### src/design/uls_pkg.sv
// Constants, types and helpers for the line status block
package uls_pkg;
	localparam int unsigned CLK_HZ = 125_000_000;
	localparam int unsigned BAUD_RATE = 9600;
	localparam int unsigned OVERSAMPLE = 16;
	localparam int unsigned BAUD_DIV = CLK_HZ / (OVERSAMPLE * BAUD_RATE);
	localparam int unsigned FIFO_DEPTH = 8;
	localparam int DATA_W = 8;
	localparam int ENTRY_W = 11;
	localparam int ENT_PE = 8;
	localparam int ENT_FE = 9;
	localparam int ENT_BI = 10;
	localparam int LSR_W = 32;
	localparam int LSR_DR = 0;
	localparam int LSR_OE = 1;
	localparam int LSR_PE = 2;
	localparam int LSR_FE = 3;
	localparam int LSR_BI = 4;
	localparam int LSR_TX_HOLDING_EMPTY_FLAG = 5;
	localparam int LSR_TRANSMITTER_IDLE_FLAG = 6;
	localparam int LSR_FERR = 7;
	localparam logic [31:0] LSR_RESET = 32'h0000_0060;
	localparam logic [3:0] MID_TICK = 4'h7;
	localparam logic [3:0] LAST_TICK = 4'hf;
	localparam logic [2:0] MIN_LAST_BIT = 3'h4;

	typedef enum logic [2:0] {
		RX_IDLE = 3'h0,
		RX_START = 3'h1,
		RX_DATA = 3'h2,
		RX_PAR = 3'h3,
		RX_STOP = 3'h4,
		RX_BRK = 3'h5
	} uls_rx_state_t;

	// Index of the last data bit for a word length code
	function automatic logic [2:0] uls_last_bit(input logic [1:0] wls);
		uls_last_bit = MIN_LAST_BIT + {1'b0, wls};
	endfunction : uls_last_bit
endpackage : uls_pkg

### src/design/uls_fifo_if.sv
// Valid/ready carrier between a FIFO and its users
`timescale 1ns/1ns
`default_nettype none
interface uls_fifo_if #(parameter int W = 8, parameter int DEPTH = 8);
	logic wr_valid;
	logic wr_ready;
	logic [W-1:0] wr_data;
	logic rd_valid;
	logic rd_ready;
	logic [W-1:0] rd_data;
	logic [$clog2(DEPTH+1)-1:0] count;
	modport fifo(input wr_valid, wr_data, rd_ready,
		output wr_ready, rd_valid, rd_data, count);
	modport snk(input rd_valid, rd_data, output rd_ready);
endinterface : uls_fifo_if
`default_nettype wire

### src/design/uls_fifo.sv
// Synchronous FIFO with push and pop in the same cycle
`timescale 1ns/1ns
`default_nettype none
module uls_fifo #(parameter int W = 8, parameter int DEPTH = 8) (
	input wire logic clk,
	input wire logic rst,
	uls_fifo_if.fifo f
);
	localparam int AW = $clog2(DEPTH);
	localparam int CW = $clog2(DEPTH + 1);
	localparam logic [AW-1:0] PTR_LAST = AW'(DEPTH - 1);
	localparam logic [CW-1:0] CNT_FULL = CW'(DEPTH);
	logic [W-1:0] mem_ff [DEPTH];
	logic [AW-1:0] wp_ff;
	logic [AW-1:0] rp_ff;
	logic [CW-1:0] cnt_ff;
	logic push;
	logic pop;

	assign f.wr_ready = cnt_ff != CNT_FULL;
	assign f.rd_valid = cnt_ff != '0;
	assign f.rd_data = mem_ff[rp_ff];
	assign f.count = cnt_ff;
	assign push = f.wr_valid & f.wr_ready;
	assign pop = f.rd_valid & f.rd_ready;

	always_ff @(posedge clk)
	begin
		if (push)
		begin
			mem_ff[wp_ff] <= f.wr_data;
		end
	end

	always_ff @(posedge clk or posedge rst)
	begin
		if (rst)
		begin
			wp_ff <= '0;
			rp_ff <= '0;
			cnt_ff <= '0;
		end
		else
		begin
			if (push)
				wp_ff <= (wp_ff == PTR_LAST) ? '0 : wp_ff + AW'(1);
			if (pop)
				rp_ff <= (rp_ff == PTR_LAST) ? '0 : rp_ff + AW'(1);
			if (push & ~pop)
				cnt_ff <= cnt_ff + CW'(1);
			else if (pop & ~push)
				cnt_ff <= cnt_ff - CW'(1);
		end
	end
endmodule : uls_fifo
`default_nettype wire

### src/design/uls_line_status.sv
// UART receiver, transmitter and line status register
`timescale 1ns/1ns
`default_nettype none
module uls_line_status #(
	parameter int unsigned BAUD_DIV = uls_pkg::BAUD_DIV,
	parameter int unsigned DEPTH = uls_pkg::FIFO_DEPTH
) (
	input wire logic CLK,
	input wire logic RST,
	input wire logic SIN,
	output logic SOUT,
	input wire logic FIFO_EN,
	input wire logic [1:0] WORD_LEN,
	input wire logic PARITY_EN,
	input wire logic EVEN_PARITY,
	input wire logic STOP_TWO,
	input wire logic LSR_RD,
	output logic [31:0] LSR_DATA,
	input wire logic RX_RD,
	output logic [7:0] RX_DATA,
	input wire logic TX_WR,
	input wire logic [7:0] TX_DATA,
	output logic TX_READY
);
	localparam int EW = uls_pkg::ENTRY_W;
	localparam int CW = $clog2(DEPTH + 1);
	localparam logic [15:0] DIV_LAST = 16'(BAUD_DIV - 1);
	localparam logic [CW-1:0] CNT_ONE = CW'(1);

	logic [15:0] div_ff;
	logic tick;
	logic sin_meta_ff;
	logic sin_ff;
	uls_pkg::uls_rx_state_t state_ff;
	logic [3:0] os_ff;
	logic [2:0] bit_ff;
	logic [7:0] data_ff;
	logic zero_ff;
	logic par_bad_ff;
	logic resync_ff;
	logic [2:0] last;
	logic sample;
	logic rx_done;
	logic [EW-1:0] entry;
	logic replace;
	logic push;
	logic pop;
	logic head_new;
	logic head_new_ff;
	logic [CW-1:0] err_cnt_ff;
	logic push_err;
	logic pop_err;
	logic oe_ff;
	logic pe_ff;
	logic fe_ff;
	logic bi_ff;
	logic nxt_oe;
	logic nxt_pe;
	logic nxt_fe;
	logic nxt_bi;
	logic oe_set;
	logic head_chk;
	logic [7:0] lsr_now;
	logic [31:0] lsr_q_ff;
	logic [7:0] rx_data_ff;
	logic tx_busy;
	logic tx_holding_empty_flag;
	logic transmitter_idle_flag;

	uls_fifo_if #(.W(EW), .DEPTH(DEPTH)) rx_f();
	uls_fifo_if #(.W(uls_pkg::DATA_W), .DEPTH(DEPTH)) tx_f();

	uls_fifo #(.W(EW), .DEPTH(DEPTH)) u_rx_fifo (
		.clk(CLK),
		.rst(RST),
		.f(rx_f)
	);

	uls_fifo #(.W(uls_pkg::DATA_W), .DEPTH(DEPTH)) u_tx_fifo (
		.clk(CLK),
		.rst(RST),
		.f(tx_f)
	);

	uls_tx u_tx (
		.clk(CLK),
		.rst(RST),
		.tick(tick),
		.wls(WORD_LEN),
		.pen(PARITY_EN),
		.even_parity_select(EVEN_PARITY),
		.stb(STOP_TWO),
		.q(tx_f),
		.sout(SOUT),
		.busy(tx_busy)
	);

	// Sixteen-times bit rate tick
	assign tick = div_ff == DIV_LAST;
	always_ff @(posedge CLK or posedge RST)
	begin
		if (RST)
			div_ff <= 16'h0000;
		else
			div_ff <= tick ? 16'h0000 : div_ff + 16'h0001;
	end

	always_ff @(posedge CLK or posedge RST)
	begin
		if (RST)
		begin
			sin_meta_ff <= 1'b1;
			sin_ff <= 1'b1;
		end
		else
		begin
			sin_meta_ff <= SIN;
			sin_ff <= sin_meta_ff;
		end
	end

	// Transmit side; non-FIFO mode holds a single character
	assign TX_READY = tx_f.wr_ready & (FIFO_EN | tx_f.count == '0);
	assign tx_f.wr_valid = TX_WR & TX_READY;
	assign tx_f.wr_data = TX_DATA;
	assign tx_holding_empty_flag = tx_f.count == '0;
	assign transmitter_idle_flag = tx_holding_empty_flag & ~tx_busy;

	// Receiver
	assign last = uls_pkg::uls_last_bit(WORD_LEN);
	assign sample = tick && os_ff == uls_pkg::LAST_TICK;
	assign rx_done = state_ff == uls_pkg::RX_STOP && sample;
	// One stop bit decides framing; break is an all-low character
	assign entry = {zero_ff & ~sin_ff, ~sin_ff,
		par_bad_ff, data_ff};

	always_ff @(posedge CLK or posedge RST)
	begin
		if (RST)
		begin
			state_ff <= uls_pkg::RX_IDLE;
			os_ff <= 4'h0;
			bit_ff <= 3'h0;
			data_ff <= 8'h00;
			zero_ff <= 1'b0;
			par_bad_ff <= 1'b0;
			resync_ff <= 1'b0;
		end
		else
		begin
			unique case (state_ff)
				uls_pkg::RX_IDLE:
				begin
					os_ff <= 4'h0;
					resync_ff <= 1'b0;
					if (!sin_ff)
						state_ff <= uls_pkg::RX_START;
				end
				uls_pkg::RX_START:
				begin
					if (tick)
					begin
						// Second look at a resync start comes one tick later
						if (os_ff == (resync_ff ? 4'h0 : uls_pkg::MID_TICK))
						begin
							os_ff <= 4'h0;
							data_ff <= 8'h00;
							zero_ff <= 1'b1;
							bit_ff <= 3'h0;
							par_bad_ff <= 1'b0;
							state_ff <= sin_ff ? uls_pkg::RX_IDLE : uls_pkg::RX_DATA;
						end
						else
							os_ff <= os_ff + 4'h1;
					end
				end
				uls_pkg::RX_DATA:
				begin
					if (tick)
						os_ff <= os_ff + 4'h1;
					if (sample)
					begin
						data_ff[bit_ff] <= sin_ff;
						zero_ff <= zero_ff & ~sin_ff;
						bit_ff <= bit_ff + 3'h1;
						if (bit_ff == last)
							state_ff <= PARITY_EN ? uls_pkg::RX_PAR : uls_pkg::RX_STOP;
					end
				end
				uls_pkg::RX_PAR:
				begin
					if (tick)
						os_ff <= os_ff + 4'h1;
					if (sample)
					begin
						par_bad_ff <= ^data_ff ^ sin_ff ^ ~EVEN_PARITY;
						zero_ff <= zero_ff & ~sin_ff;
						state_ff <= uls_pkg::RX_STOP;
					end
				end
				uls_pkg::RX_STOP:
				begin
					if (tick)
						os_ff <= os_ff + 4'h1;
					if (sample)
					begin
						os_ff <= 4'h0;
						resync_ff <= ~sin_ff;
						if (sin_ff)
							state_ff <= uls_pkg::RX_IDLE;
						else if (zero_ff)
							state_ff <= uls_pkg::RX_BRK;
						else
							state_ff <= uls_pkg::RX_START;
					end
				end
				uls_pkg::RX_BRK:
				begin
					if (sin_ff)
						state_ff <= uls_pkg::RX_IDLE;
				end
				default:
					state_ff <= uls_pkg::RX_IDLE;
			endcase
		end
	end

	// Receive buffering and overrun
	assign replace = rx_done & ~FIFO_EN & rx_f.rd_valid;
	assign rx_f.wr_valid = rx_done;
	assign rx_f.wr_data = entry;
	assign rx_f.rd_ready = RX_RD | replace;
	assign oe_set = rx_done & (FIFO_EN ? ~rx_f.wr_ready : rx_f.rd_valid);
	assign push = rx_f.wr_valid & rx_f.wr_ready;
	assign pop = rx_f.rd_valid & rx_f.rd_ready;
	assign push_err = push & (|entry[EW-1:uls_pkg::ENT_PE]);
	assign pop_err = pop & (|rx_f.rd_data[EW-1:uls_pkg::ENT_PE]);
	assign head_new = (push & rx_f.count == '0)
		| (pop & ~push & rx_f.count > CNT_ONE)
		| (pop & push & rx_f.count >= CNT_ONE);
	assign head_chk = head_new_ff & rx_f.rd_valid;

	always_ff @(posedge CLK or posedge RST)
	begin
		if (RST)
		begin
			err_cnt_ff <= '0;
			head_new_ff <= 1'b0;
			rx_data_ff <= 8'h00;
		end
		else
		begin
			head_new_ff <= head_new;
			if (push_err & ~pop_err)
				err_cnt_ff <= err_cnt_ff + CW'(1);
			else if (pop_err & ~push_err)
				err_cnt_ff <= err_cnt_ff - CW'(1);
			if (RX_RD & rx_f.rd_valid)
				rx_data_ff <= rx_f.rd_data[7:0];
		end
	end

	// Sticky flags: a new event wins over the read that clears
	always_comb
	begin
		nxt_oe = oe_set | (oe_ff & ~LSR_RD);
		nxt_pe = (head_chk & rx_f.rd_data[uls_pkg::ENT_PE])
			| (pe_ff & ~LSR_RD);
		nxt_fe = (head_chk & rx_f.rd_data[uls_pkg::ENT_FE])
			| (fe_ff & ~LSR_RD);
		nxt_bi = (head_chk & rx_f.rd_data[uls_pkg::ENT_BI])
			| (bi_ff & ~LSR_RD);
	end

	always_ff @(posedge CLK or posedge RST)
	begin
		if (RST)
		begin
			oe_ff <= 1'b0;
			pe_ff <= 1'b0;
			fe_ff <= 1'b0;
			bi_ff <= 1'b0;
		end
		else
		begin
			oe_ff <= nxt_oe;
			pe_ff <= nxt_pe;
			fe_ff <= nxt_fe;
			bi_ff <= nxt_bi;
		end
	end

	always_comb
	begin
		lsr_now = 8'h00;
		lsr_now[uls_pkg::LSR_FERR] = FIFO_EN & (err_cnt_ff != '0);
		lsr_now[uls_pkg::LSR_TRANSMITTER_IDLE_FLAG] = transmitter_idle_flag;
		lsr_now[uls_pkg::LSR_TX_HOLDING_EMPTY_FLAG] = tx_holding_empty_flag;
		lsr_now[uls_pkg::LSR_BI] = bi_ff;
		lsr_now[uls_pkg::LSR_FE] = fe_ff;
		lsr_now[uls_pkg::LSR_PE] = pe_ff;
		lsr_now[uls_pkg::LSR_OE] = oe_ff;
		lsr_now[uls_pkg::LSR_DR] = rx_f.rd_valid;
	end

	// Read-only snapshot; upper bits always zero
	always_ff @(posedge CLK or posedge RST)
	begin
		if (RST)
			lsr_q_ff <= uls_pkg::LSR_RESET;
		else if (LSR_RD)
			lsr_q_ff <= {24'h000000, lsr_now};
	end

	assign LSR_DATA = lsr_q_ff;
	assign RX_DATA = rx_data_ff;
endmodule : uls_line_status
`default_nettype wire

### src/design/uls_tx.sv
// Serial transmitter fed from the transmit FIFO
`timescale 1ns/1ns
`default_nettype none
module uls_tx (
	input wire logic clk,
	input wire logic rst,
	input wire logic tick,
	input wire logic [1:0] wls,
	input wire logic pen,
	input wire logic even_parity_select,
	input wire logic stb,
	uls_fifo_if.snk q,
	output logic sout,
	output logic busy
);
	logic [11:0] frame_ff;
	logic [11:0] nxt_frame;
	logic [3:0] left_ff;
	logic [3:0] os_ff;
	logic [3:0] nxt_left;
	logic [2:0] last;
	logic [7:0] dm;

	assign last = uls_pkg::uls_last_bit(wls);
	assign busy = left_ff != 4'h0;
	assign q.rd_ready = ~busy;
	assign sout = frame_ff[0];

	// Frame image: start, data, optional parity, stop bits (idle ones above)
	always_comb
	begin
		nxt_frame = '1;
		dm = '0;
		nxt_frame[0] = 1'b0;
		for (int i = 0; i < 8; i++)
		begin
			if (3'(i) <= last)
			begin
				dm[i] = q.rd_data[i];
				nxt_frame[i + 1] = q.rd_data[i];
			end
		end
		if (pen)
			nxt_frame[4'(last) + 4'h2] = even_parity_select ? ^dm : ~^dm;
		nxt_left = 4'h2 + 4'(last) + 4'(pen) + (stb ? 4'h2 : 4'h1);
	end

	always_ff @(posedge clk or posedge rst)
	begin
		if (rst)
		begin
			frame_ff <= '1;
			left_ff <= 4'h0;
			os_ff <= 4'h0;
		end
		else if (!busy)
		begin
			os_ff <= 4'h0;
			if (q.rd_valid)
			begin
				frame_ff <= nxt_frame;
				left_ff <= nxt_left;
			end
		end
		else if (tick)
		begin
			os_ff <= os_ff + 4'h1;
			if (os_ff == uls_pkg::LAST_TICK)
			begin
				frame_ff <= {1'b1, frame_ff[11:1]};
				left_ff <= left_ff - 4'h1;
			end
		end
	end
endmodule : uls_tx
`default_nettype wire

### config.mk
export PLATFORM = sky130hd
export DESIGN_NAME = uls_line_status
export DESIGN_NICKNAME = d
export VERILOG_FILES = /design/src/design/uls_pkg.sv /design/src/design/uls_fifo_if.sv /design/src/design/uls_fifo.sv /design/src/design/uls_line_status.sv /design/src/design/uls_tx.sv
export SDC_FILE = /design/constraint.sdc
export NUM_CORES = 1
export LEC_CHECK = 0
export ABC_CLOCK_PERIOD_IN_PS = 3600
export BUFFER_PORTS_ARGS = -buffer_cell sky130_fd_sc_hd__clkbuf_2
export CAP_MARGIN = 25
export CORE_AREA = 3 3 190 211
export CTS_BUF_LIST = sky130_fd_sc_hd__clkbuf_8
export DETAILED_ROUTE_END_ITERATION = 8
export DIE_AREA = 0 0 193 214
export PLACE_DENSITY_LB_ADDON = 0.12
export SLEW_MARGIN = 30
export SYNTH_ARGS = -nofsm -noshare
export SYNTH_HDL_FRONTEND = slang
export SYNTH_SLANG_ARGS = --single-unit
### constraint.sdc
create_clock -name CLK -period 3.6 [get_ports CLK]
set_input_delay 0.18 -clock CLK [delete_from_list [all_inputs] [get_ports CLK]]
set_output_delay 0.18 -clock CLK [all_outputs]
set_load 0.02 [all_outputs]
==> run_results.csv <==
group,metric,value,unit
run_status,status,"completed",
clock_network,htree_levels,2,
sta,period_needed,3.27,ns
placed_design,hpwl,16900,µm
layout,seqCellArea,7190,µm²
sta,maxSlewViolCount,0,
layout,fin_nets,1020,
floorplanning,ios,62,
floorplanning,die_width,193,µm
sta,finalCritPeriodShare,90.9,%
synth,synthCells,862,
floorplanning,fp-row-count,75,
sta,hold_viol,0,
synth,synth_ff_type,"edfxtp_1",
synth,syn_area_per_cell,13.6,µm²
layout,layout-drive-gt1-share,22.2,%
synth,yosysTopAreaCellShare,38.8,%
detailed_routing,wl_per_cell,17.0,µm
synth,synth_warnings,0,
detailed_routing,drt_iter0_markers,406,
clock_network,clk-insertion-delay-late,0.61,ns
clock_network,path_clk_slew,0.06,ns
synth,synth_most_common_cell,"edfxtp_1",
floorplanning,die_h,214,µm
critical_path,start_kind,"register",
placed_design,port_buffers,37,
grt,grt_pass1_vias,7300,
critical_path,crit_required,4.06,ns
synth,ys_ff_latch,256,
job,drv_cap,0,
hold_path,worstHoldPathType,"in2reg",
clock_network,cts_setup_buffers,0,
layout,fillCellCount,3717,
grt,grt_pass1_wl,41100,µm
sta,tightest_slew,0.817,ns
sta,rsz0062_at_grt,"no",
grt,grt_util_all_layers,12.8,%
critical_path,critical_path_arrival,3.73,ns
layout,multiInputGateArea,4240,µm²
synth,synth_top_area_cell,"edfxtp_1",
critical_path,ff2ff_path_depth,15,
detailed_routing,drc,0,
critical_path,worstSetupPathType,"reg2reg",
sta,slew_headroom,44.8,%
layout,areaGrowthSynthToFinish,17.1,%
synth,yosysSeqAreaShare,61.1,%
synth,synth_edf_count,152,
critical_path,end_kind,"register",
clock_network,root_buffer,"clkbuf_8",
layout,fin_area,13800,µm²
detailed_routing,drtAntennaViolNets,0,
grt,antenna_found_initial,1,
grt,gr-total-overflow,0,
critical_path,crit_fanout,7,
synth,syn_area,11800,µm²
pwr,vdd_ir_drop_max,0.293,mV
sta,tns,0,ns
synth,async_reset_ff_share,40.6,%
sta,setup_violations,0,
clock_network,cts_buffers,46,
layout,num_antenna_cells,0,
detailed_routing,drtPass1Iterations,4,
pwr,cellPowerDensity,548,nW/µm²
placed_design,dpl-instance-area,12700,µm²
clock_network,cts_tree,"built",
placed_design,place.gp.congestion,0.724,
sta,fmax,306,MHz
hold_path,holdPathStages,4,
clock_network,clock-sinks,256,
detailed_routing,routed_via_density,4.60,
synth,synth.area.top_cells,"edfxtp_1, dfrtp_1, mux4_2",
clock_network,cts_max_path_buffers,3,
synth,netlist_top_cells_count,"edfxtp_1, dfrtp_1, nand2_1",
grt,grt_max_degree,62,
pwr,power_leakage,5.17,nW
detailed_routing,vias,6933,
floorplanning,start_util,30.9,%
synth,synth_cell_types,67,
detailed_routing,drt-total-wl,25600,µm
floorplanning,die_area,41300,µm²
sta,finalClockSkew,0.0367,ns
floorplanning,core-area,38100,µm²
==> stage by stage <==
stage	instances	hold WS, ns	setup slack (ns)	total power [W]	util, %
finish	1506	0.0846	0.329	0.00755	36.1
global route	1506	0.0907	0.0345	0.00799	36.1
CTS	1506	0.0126	0.272	0.00772	36.1
detailed placement	1405	0.272	0.274	0.00478	33.2
global placement	1405	0.270	0.290	0.00479	33.2
floorplan	885	0.184	0.414	0.00442	-
==> worst paths after layout <==
| check | start | end | slack (ns) |
|---|---|---|---|
| max in group asynchronous | RST | u_tx.frame_ff[11] | 2.51 |
| min reg2reg | sin_meta_ff | sin_ff | 0.36 |
| min in group asynchronous | RST | u_tx_fifo.f.count[3] | 0.28 |
| max reg2reg | div_ff[6] | err_cnt_ff[3] | 0.33 |
| max | div_ff[6] | err_cnt_ff[3] | 0.33 |
| min | TX_WR | u_tx_fifo.wp_ff[2] | 0.08 |
==> registers in the layout, summed over array words and instances (netlist names), 8 cells and up <==
signal	flops
u_rx_fifo.mem_ff	88
data_ff	8
div_ff	16
u_tx_fifo.mem_ff	64
u_tx.frame_ff	12
LSR_DATA	8
RX_DATA	8
==> timing repair <==
| action | CTS | global route |
|---|---|---|
| resized for setup | 0 | 1 |
| hold buffers | 15 | 0 |
| hold endpoints to repair | 120 | 0 |
| setup endpoints to repair | 0 | 1 |
==> cell families after synthesis <==
group,after synthesis,share of synthesized area (%)
adder cells (fa/ha/maj),32,3.66
buffers and inverters,87,3.79
flip-flops,256,61.1
AND/OR/NAND/NOR,223,8.79
multiplexers,72,10.9
other,1,0.0319
XOR/XNOR,62,4.74
AO/OA/AOI/OAI,129,7.00
==> critical path, cell delays in order, from the launching register on <==
cell and delay [ns]:
dfrtp_1 0.42, nor4_1 0.36, and4_1 0.27, and2_1 0.17, nand3_2 0.14, a31o_4 0.29
inv_2 0.12, o21a_1 0.15, ha_1 0.19, inv_1 0.09, ha_1 0.27, a21o_1 0.17
a21oi_1 0.16, xnor2_1 0.13, nor2_1 0.06, xor2_1 0.14
==> cells in the final DEF, fill, tap and decap left out, types with 18 or more instances in the layout <==
cell	n
xnor2_1	35
xor2_1	26
nand3_1	19
mux2i_1	18
clkbuf_8	49
a21oi_1	36
inv_1	37
buf_4	38
mux4_2	34
conb_1	24
dfrtp_1	88
edfxtp_1	152
ha_1	28
clkbuf_2	37
nor2_1	56
o21ai_0	36
nand2_1	82
==> layout make-up <==
type / count / share of cell area (%)
clock buffers: 49 / 4.90
flip-flops and latches: 256 / 52.2
repair buffers: 91 / 4.65
clock inverters: 37 / 2.08
inverters: 31 / 0.863
well taps: 500 / 4.54
multi-input cells: 542 / 30.8
==> layer usage <==
metal	track usage (%)	routed length, µm
met4	3.79	608
met5	0	13
met3	3.55	1020
met1	15.9	11100
met2	21.6	12900
==> power by group <==
| part | internal, W | switching (W) |
|---|---|---|
| combinational | 0.000557 | 0.000611 |
| sequential | 0.00331 | 0.000223 |
| clock | 0.00157 | 0.00127 |
| total | 0.00544 | 0.00211 |
No activity file was read; power rests on OpenSTA's default activity.
